### src/verilog/reconfig_status_defs.svh
// Constants for the reconfiguration cause and status record.
// Assumes inclusion by bare name from files that need the layout.
`ifndef RECONFIG_STATUS_DEFS_SVH
`define RECONFIG_STATUS_DEFS_SVH

`define CUR_WORD_W 32
`define PREV_REC_W 31
`define ADDR_W 24
`define WD_VAL_W 29
`define CUR_MSTATE_HI 31
`define CUR_MSTATE_LO 30
`define CUR_WD_EN_BIT 29
`define PREV_SRC_HI 30
`define PREV_SRC_LO 26
`define PREV_MSTATE_HI 25
`define PREV_MSTATE_LO 24
`define PAD_W 6
`define SRC_W 5
`define SRC_NONE 5'h00
`define SRC_CFG_RESET 5'h10
`define SRC_CRC 5'h08
`define SRC_ERR_PIN 5'h04
`define SRC_WATCHDOG 5'h02
`define SRC_FABRIC 5'h01
`define MSTATE_FACTORY 2'h0
`define MSTATE_APP_LOAD 2'h1
`define MSTATE_APP_USER 2'h2
`define MSTATE_RECONFIG 2'h3
`define INVALID_PREV 31'h7FFFFFFF
`define VIEW_FACTORY 2'h0
`define VIEW_APP_ONE 2'h1
`define VIEW_APP_TWO 2'h2
`define VIEW_PREV_ONE 2'h3
`define SEL_W 3
`define SEL_CUR_FACTORY 3'h0
`define SEL_CUR_APP_ONE 3'h1
`define SEL_CUR_APP_TWO 3'h2
`define SEL_PREV_ONE 3'h3
`define SEL_PREV_TWO 3'h4

`endif

### src/verilog/reconfig_status_pkg.sv
// Types shared by the reconfiguration status record files.
// Assumes the definitions header is on the include path.
`default_nettype none
`include "reconfig_status_defs.svh"

package reconfig_status_pkg;
  typedef logic [1:0] mstate_t;
  typedef logic [`ADDR_W-1:0] addr_t;
  typedef logic [`SRC_W-1:0] src_t;
  typedef logic [`PREV_REC_W-1:0] prev_rec_t;
  typedef logic [`CUR_WORD_W-1:0] cur_word_t;
  typedef logic [`SEL_W-1:0] sel_t;
endpackage

`default_nettype wire

### src/verilog/reconfig_source_pick.sv
// Priority pick of one reconfiguration source, one-hot result.
// Assumes synchronous raw source inputs, all active high.
`default_nettype none
`include "reconfig_status_defs.svh"

module reconfig_source_pick (
  input wire logic cfg_reset,
  input wire logic crc_error,
  input wire logic err_pin,
  input wire logic watchdog,
  input wire logic fabric_req,
  output logic [`SRC_W-1:0] onehot
);
  // Higher bit wins on a tie
  always_comb begin
    if (cfg_reset) begin
      onehot = `SRC_CFG_RESET;
    end else if (crc_error) begin
      onehot = `SRC_CRC;
    end else if (err_pin) begin
      onehot = `SRC_ERR_PIN;
    end else if (watchdog) begin
      onehot = `SRC_WATCHDOG;
    end else if (fabric_req) begin
      onehot = `SRC_FABRIC;
    end else begin
      onehot = `SRC_NONE;
    end
  end
endmodule

`default_nettype wire

### src/verilog/reconfig_cause_status_record.sv
// Reconfiguration cause and status record with capture into the shift path.
// Assumes one oscillator-domain clock and synchronous, active-high events.
// Summary of operation
// Record which of five causes triggered reconfiguration
// Current state is a 32-bit view word
// Master state in bits 31:30 always
// Bits 29:24 zero in address views
// Low 24 bits hold running boot address
// Application view one: watchdog enable bit 29
// Application view one: 29-bit time-out low bits
// Factory view in factory, else application views
// Layouts apply for serial and parallel schemes
// Two previous-state records kept for debugging
// Both 31 bits; one current, two before
// Bits 30:26 one-hot cause, fixed order
// Simultaneous causes: highest bit only flagged
// Bits 25:24 master state when leaving image
// Low 24 bits hold that image's address
// Premature previous capture returns invalid marker
// Capture copies chosen record into shift register
// Record updated after error, before factory load
// Fixed two-bit master state codes everywhere
`default_nettype none
`include "reconfig_status_defs.svh"

module reconfig_cause_status_record #(
  parameter int ADDR_W = `ADDR_W,
  parameter int WD_W = `WD_VAL_W
) (
  input wire logic core_clk,
  input wire logic rst_n,
  input wire logic [1:0] scheme_select_pins,
  input wire logic running_app,
  input wire logic app_user_mode,
  input wire logic [ADDR_W-1:0] boot_addr,
  input wire logic wd_enable,
  input wire logic [WD_W-1:0] wd_timeout,
  input wire logic crc_error,
  input wire logic external_error_pin,
  input wire logic fabric_reconfig_req,
  input wire logic external_config_reset_pin,
  input wire logic watchdog_timeout,
  input wire logic capture,
  input wire reconfig_status_pkg::sel_t capture_sel,
  output logic [`CUR_WORD_W-1:0] shift_data,
  output logic shift_valid,
  output logic [`CUR_WORD_W-1:0] current_state_word,
  output logic [`PREV_REC_W-1:0] previous_state_record_one,
  output logic [`PREV_REC_W-1:0] previous_state_record_two,
  output logic record_updated,
  output logic scheme_supported
);
  import reconfig_status_pkg::*;

  typedef enum logic [2:0] {
    ST_FACTORY = 3'h1,
    ST_APP = 3'h2,
    ST_LEAVING = 3'h4
  } phase_e;

  typedef struct packed {
    phase_e phase;
    logic app_seen;
    prev_rec_t rec_one;
    prev_rec_t rec_two;
    addr_t run_addr;
    cur_word_t shift;
    logic shift_vld;
    logic updated;
  } state_s;

  state_s st_q;
  state_s st_d;
  src_t cause;
  logic any_cause;
  mstate_t mstate;
  cur_word_t view_fac;
  cur_word_t view_one;
  cur_word_t view_two;

  reconfig_source_pick u_pick (
    .cfg_reset(external_config_reset_pin),
    .crc_error(crc_error),
    .err_pin(external_error_pin),
    .watchdog(watchdog_timeout),
    .fabric_req(fabric_reconfig_req),
    .onehot(cause)
  );

  // Any single source ends a running application image
  assign any_cause = |cause;

  // Encodes 00 factory, 01 app loading, 10 app user, 11 reconfiguring
  always_comb begin
    unique case (st_q.phase)
      ST_FACTORY: mstate = `MSTATE_FACTORY;
      ST_APP: mstate = app_user_mode ? `MSTATE_APP_USER : `MSTATE_APP_LOAD;
      ST_LEAVING: mstate = `MSTATE_RECONFIG;
      default: mstate = `MSTATE_RECONFIG;
    endcase
  end

  // Views are only meaningful for active serial or parallel schemes
  assign scheme_supported = 1'b1;

  always_comb begin
    view_fac = {mstate, {`PAD_W{1'b0}}, st_q.run_addr};
    view_two = {mstate, {`PAD_W{1'b0}}, st_q.run_addr};
    view_one = {mstate, wd_enable, wd_timeout};
  end

  always_comb begin
    st_d = st_q;
    st_d.shift_vld = 1'b0;
    st_d.updated = 1'b0;
    unique case (st_q.phase)
      ST_FACTORY: begin
        if (running_app) begin
          st_d.phase = ST_APP;
          st_d.app_seen = 1'b1;
          st_d.run_addr = boot_addr;
        end else begin
          st_d.run_addr = boot_addr;
        end
      end
      ST_APP: begin
        // Capture the leaving image before the factory image loads
        if (any_cause) begin
          st_d.rec_two = st_q.rec_one;
          st_d.rec_one = {cause, mstate, st_q.run_addr};
          st_d.updated = 1'b1;
          st_d.phase = ST_LEAVING;
        end
      end
      ST_LEAVING: begin
        if (running_app) begin
          st_d.phase = ST_APP;
          st_d.run_addr = boot_addr;
        end else begin
          st_d.phase = ST_FACTORY;
          st_d.run_addr = boot_addr;
        end
      end
      default: st_d.phase = ST_FACTORY;
    endcase
    // Capture reads the old record, so one taken with an exit sees it unmoved
    if (capture) begin
      st_d.shift_vld = 1'b1;
      case (capture_sel)
        `SEL_CUR_FACTORY: st_d.shift = view_fac;
        `SEL_CUR_APP_ONE: st_d.shift = view_one;
        `SEL_CUR_APP_TWO: st_d.shift = view_two;
        `SEL_PREV_ONE: st_d.shift = {1'b0, st_q.app_seen ? st_q.rec_one : `INVALID_PREV};
        `SEL_PREV_TWO: st_d.shift = {1'b0, st_q.app_seen ? st_q.rec_two : `INVALID_PREV};
        default: st_d.shift = {1'b0, `INVALID_PREV};
      endcase
    end
  end

  always_ff @(posedge core_clk) begin
    if (!rst_n) begin
      st_q <= '{phase: ST_FACTORY, default: '0};
    end else begin
      st_q <= st_d;
    end
  end

  // Factory view in factory image, application view two otherwise
  always_comb begin
    if (st_q.phase == ST_FACTORY) begin
      current_state_word = view_fac;
    end else begin
      current_state_word = view_two;
    end
  end

  assign shift_data = st_q.shift;
  assign shift_valid = st_q.shift_vld;
  assign previous_state_record_one = st_q.rec_one;
  assign previous_state_record_two = st_q.rec_two;
  assign record_updated = st_q.updated;

  // Both schemes share one layout, so the select pins go unread
  wire logic unused_pins = ^scheme_select_pins;
endmodule

`default_nettype wire

### config.mk
export PLATFORM = sky130hd
export DESIGN_NAME = reconfig_cause_status_record
export DESIGN_NICKNAME = d
export VERILOG_FILES = /design/src/verilog/reconfig_status_pkg.sv /design/src/verilog/reconfig_source_pick.sv /design/src/verilog/reconfig_cause_status_record.sv
export VERILOG_INCLUDE_DIRS = /design/src /design/src/verilog
export SDC_FILE = /design/constraint.sdc
export NUM_CORES = 1
export LEC_CHECK = 0
export BUFFER_PORTS_ARGS = -buffer_cell sky130_fd_sc_hd__buf_2
export CAP_MARGIN = 20
export CELL_PAD_IN_SITES_DETAIL_PLACEMENT = 1
export CELL_PAD_IN_SITES_GLOBAL_PLACEMENT = 1
export CORE_AREA = 2 2 143 145
export DETAILED_ROUTE_END_ITERATION = 10
export DIE_AREA = 0 0 145 147
export PLACE_DENSITY = 0.79
export SYNTH_ARGS = -nofsm -noshare
export SYNTH_HDL_FRONTEND = slang
export SYNTH_SLANG_ARGS = --single-unit
### constraint.sdc
create_clock -name core_clk -period 1.44 [get_ports core_clk]
set_input_delay 0.288 -clock core_clk [delete_from_list [all_inputs] [get_ports core_clk]]
set_output_delay 0.288 -clock core_clk [all_outputs]
set_load 0.01 [all_outputs]
* Yosys cells after proc, flatten, opt, wreduce, memory -nomap -nowiden
Cells that the tools add are included.
** Word-level totals
- Input port bits :: 69
- Register bits :: 124
** Operators by class
- Mux-type cells :: 16
- Reduce and logical (&&, ||, !) cells :: 8
- Equal/unequal tests :: 9
** Operators with widths (number)
- $pmux W32 S4 :: 1
- $mux W31 :: 2
- $mux W5 :: 4
- $eq A3 B2 Y1 const B :: 3
- $pmux W3 S3 :: 1
- $reduce_and A2 Y1 :: 4
- $eq A3 B1 Y1 const B :: 2
- $eq A3 B3 Y1 const B :: 2
- $reduce_or A5 Y1 :: 1
- $mux W2 :: 2
- $mux W4 :: 1
- $ne A2 B2 Y1 const B :: 2
- $pmux W2 S2 :: 1
- $reduce_or A2 Y1 :: 2
- $logic_not A3 Y1 :: 1
- $mux W1 :: 3
- $mux W3 :: 1

* Depth between registers and ports, before layout
- Word-level depth :: 8
- Gate-level depth with buffers :: 8
- Gate-level depth less buffers :: 4

* By module
Synthesis repeated with hierarchy kept, for this count alone.
** Unflattened totals
- Cells, all modules :: 811
- Area total of the unflattened synthesis :: 6578.8 µm²
** Modules (own cells, without submodules)
- reconfig_cause_status_record :: sequential area each 2482.4 µm², times used 1, area an instance 6521.3 µm², cells each 805
- reconfig_source_pick :: sequential area each 0.0 µm², times used 1, area an instance 57.6 µm², cells each 6

* Least setup slack after synthesis
No wires, ideal clock.
- Path kind :: input port to flip-flop
- Start :: in external_config_reset_pin
- End :: reg st_q, in the netlist previous_state_record_two[24]
- Buffers on the path :: 3
- Path slack :: -0.113 ns
- Arrival time :: 1.436 ns
- Required time :: 1.323 ns
- Setup time :: 0.117 ns
- Cell stages on the path :: 7
- Path through :: or3_4 o31a_1 buf_6 buf_6 buf_6 nand3_2 o21ai_2
** On the way
- Longest elaborated chain between the ends :: 3
** RTL lines
- from (decl) :: RTL line reconfig_cause_status_record.sv:41 : input wire logic external_config_reset_pin,
- $mux W5 :: RTL line reconfig_source_pick.sv:16 : if (cfg_reset) begin
- $reduce_or A5 Y1 :: RTL line reconfig_cause_status_record.sv:91 : assign any_cause = |cause;
- $reduce_and A2 Y1 (no line)
- to (signal assigned) :: RTL line reconfig_cause_status_record.sv:164 : st_q <= st_d;
- to (decl) :: RTL line reconfig_cause_status_record.sv:72 : state_s st_q;
No other way between the ends.
A chain may end at the register's enable or synchronous reset.

* Worst setup path after layout
- Start :: reg st_q[122] (netlist name)
- End :: out current_state_word[31]
** On the way
- Longest elaborated chain between the ends :: 2
- Elaborated cells between the ends (all ways) :: 3
- Those cells by class :: eq/ne: 2; mux: 1
** RTL lines
- $eq A3 B2 Y1 or $eq A3 B1 Y1 (tied branches) :: RTL line reconfig_cause_status_record.sv:95 : unique case (st_q.phase)
- $pmux W2 S2 (*) :: RTL line reconfig_cause_status_record.sv:95
- to (decl) :: RTL line reconfig_cause_status_record.sv:47 : output logic [`CUR_WORD_W-1:0] current_state_word,
Every way passes the cells marked *; elsewhere a longest branch is shown, timed or not.

==> results.toml <==
[sta]
period_share_pct = 122
hold_viol = 0
setup_viol = 89
min_period_ns = 1.76
setup_slack_ns = -0.322
finClkSkew_ns = 0.00823
final_max_slew_viol_count = 0
fmax_mhz = 567
rsz0062_at_grt = "yes"

[place]
globalplace.congestion = 0.747
placement.cell_area_um2 = 7270
hpwlAfterDp_mm = 15.2
numPlacedInstances = 1162
io_buffers = 188

[layout]
fin_area_um2 = 9250
area_growth_pct = 39.2
nets = 1028
final.fill_count = 2317
final_cell_mix = "buf_2 (186), dfxtp_1 (121), nand2_1 (98)"
final_cells = 1241
final_layout_size_suffix_gt1_share_pct = 45.8
mostFrequentLayoutCell = "buf_2"

[yosys]
synth_top_cell_area_share_pct = 37.3
synthTopCellsByArea = "dfxtp_1 (37%), buf_4 (14%), o21ai_0 (7.7%)"
synthCells = 833
synth_top_area_cell = "dfxtp_1"
avgSynthCellArea_um2 = 7.98
ys_seq_elements = 124
yosys_most_used_dff = "dfxtp_1"
yosysWarnings = 0
async_flop_share_pct = 0
seq_area_frac_synth_pct = 37.3
synth_cell_types = 43
synth-edff-count = 0
syn_area_um2 = 6650

[detailed_routing]
drt-vias-per-instance = 5.16
drt-initial-drc-count = 261
via_count = 6407
drc_errors = 0
ant_nets = 0
wl_met2_mm = 13.1
firstDrtPassIters = 4
wl_met1_mm = 11.4
maxUsedRoutingLayer = "met4"
met3WireLength_mm = 1.30
wire_per_inst_um = 21.2
routed_wl_mm = 26.2

[floorplanning]
die_height_um = 147
core_area_um2 = 19800
ioPinCount = 198
die_x_um = 145
die-area_um2 = 21300
rows = 52
start_util_pct = 33.5

[power_and_ir_drop]
leakagePower_nw = 3.88
power.density_nw_per_um2 = 1030
vdd_drop_max_mv = 0.826
power_mw = 9.52

[grt]
antenna_found_initial = 1
grt_overflow = 0
grt_pass1_vias = 6443
grt_max_degree = 52
grt.total_usage_pct = 23.1
grt_pass1_wl_mm = 37.8

[critical_path]
startpoint_type = "register"
critical_path_required_ns = 1.15
worstPathArrival_ns = 1.47
slowest_delay_ns = 0.37
crit_chain = "or3b_4, a21o_1, buf_2"
crit_fanout = 3
end_kind = "primary output"
worstSetupPathType = "reg2out"
cpMaxStageDelayCell = "or3b_4"

[clock_tree]
clock_latency_ns = 0.42
htree_levels = 4
cts_sinks = 124
cts_root_buffer = "clkbuf_16"
cts_tree = "done"
path_clk_slew_ns = 0.06
cts_buffers = 17
clock_path_buffers = 2

[status]
status = "complete, but fails checks"
violations = "negative setup slack"

[hold_path]
holdCritPathClass = "in2reg"

[flow_run]
drv_cap = 0
-- area by class of cell --
type	instances	area [um^2]	area share [%]
multi-input combinational	507	3360	36.4
sequential	124	2490	26.9
timing repair buffer	295	2450	26.5
clock buffer	23	488	5.27
tap	270	338	3.65
clock inverter	7	65.1	0.703
inverter	14	56.3	0.608
antenna	1	2.50	0.0270
-- what timing repair did --
item | CTS | global route
pin swaps | 29 | 27
hold buffers | 0 | 0
gates cloned | 17 | 9
setup endpoints to repair | 62 | 101
hold endpoints to repair | 0 | 0
setup buffers | 21 | 9
resized for setup | 119 | 115
-- path summary, 6_finish.rpt --
check | startpoint | to | slack (ns) | depth (start not counted)
hold reg to reg | previous_state_record_two[7]$_SDFFE_PN0P_ | previous_state_record_two[7]$_SDFFE_PN0P_ | 0.47 | 2
setup / recovery | st_q[122]$_SDFFE_PN0P_ | current_state_word[31] | -0.32 | 3
hold / removal | boot_addr[1] | current_state_word[1]$_SDFFE_PN0P_ | 0.11 | 3
setup reg to reg | st_q[122]$_SDFFE_PN0P_ | previous_state_record_one[28]$_SDFFE_PN0P_ | -0.22 | 9
-- report_power, final --
part / leakage [nW] / switching [mW] / internal, mW
Clock: 0.271 / 1.58 / 2.52
Sequential: 1.01 / 0.138 / 3.58
Combinational: 2.59 / 0.930 / 0.764
-- flip-flops by register name, indices dropped and copies added, names as in the netlist --
register                   flops
shift_valid                    1
record_updated                 1
previous_state_record_one     31
previous_state_record_two     31
shift_data                    32
st_q                           4
current_state_word            24
-- cell families after synthesis --
kind of cell | Yosys count | share of synthesized area, %
buffers and inverters | 207 | 19.6
XOR/XNOR | 1 | 0.132
AO/OA/AOI/OAI | 245 | 23.0
other | 2 | 0.113
flip-flops | 124 | 37.3
multiplexers | 1 | 0.169
AND/OR/NAND/NOR | 253 | 19.6
-- per-layer routing --
metal  vias to the layer above  track usage, %
met5                         -               0
met4                         0            6.49
met3                        28            4.19
met2                       202            41.4
met1                      3196            28.3
li1                       2981               -
-- cell usage after synthesis, types with 2 or more instances --
cell type and instances:
o211ai_1 12, nand3b_1 17, o21ai_0 102, a21oi_1 32, nand3_1 48, or2_2 2
conb_1 2, nor2_1 3, nand3_2 10, and2_1 4, clkbuf_2 3, a31oi_1 20
buf_1 4, a22oi_1 11, and2_0 2, a21boi_0 24, buf_2 19, clkbuf_1 38
buf_4 126, a221oi_1 4, inv_1 14, o221a_2 8, nor2b_1 19, nand2_1 116
nor3_1 2, a21o_1 6, nand2b_1 23, o21ai_2 10, buf_6 3, dfxtp_1 124
o21bai_1 12, nand4_1 2
-- metrics by stage --
| step | hold slack, ns | util (%) | setup TNS, ns | setup WS, ns |
|---|---|---|---|---|
| finish | 0.107 | 46.6 | -12.21 | -0.322 |
| global route | 0.107 | 46.6 | -18.34 | -0.352 |
| CTS | 0.0918 | 43.9 | -6.65 | -0.329 |
| detailed placement | 0.462 | 36.7 | -17.46 | -0.297 |
| global placement | 0.454 | 36.7 | -13.88 | -0.239 |
| floorplan | 0.378 | - | -2.63 | -0.110 |
-- critical path: cells and delay by family, from the launching register on --
| family | cells | cell delay [ns] |
|---|---|---|
| buffers and inverters | 1 | 0.15 |
| AND/OR/NAND/NOR | 1 | 0.37 |
| AO/OA/AOI/OAI | 1 | 0.19 |
| flip-flops | 1 | 0.35 |
(Power assumes the default switching activity.)
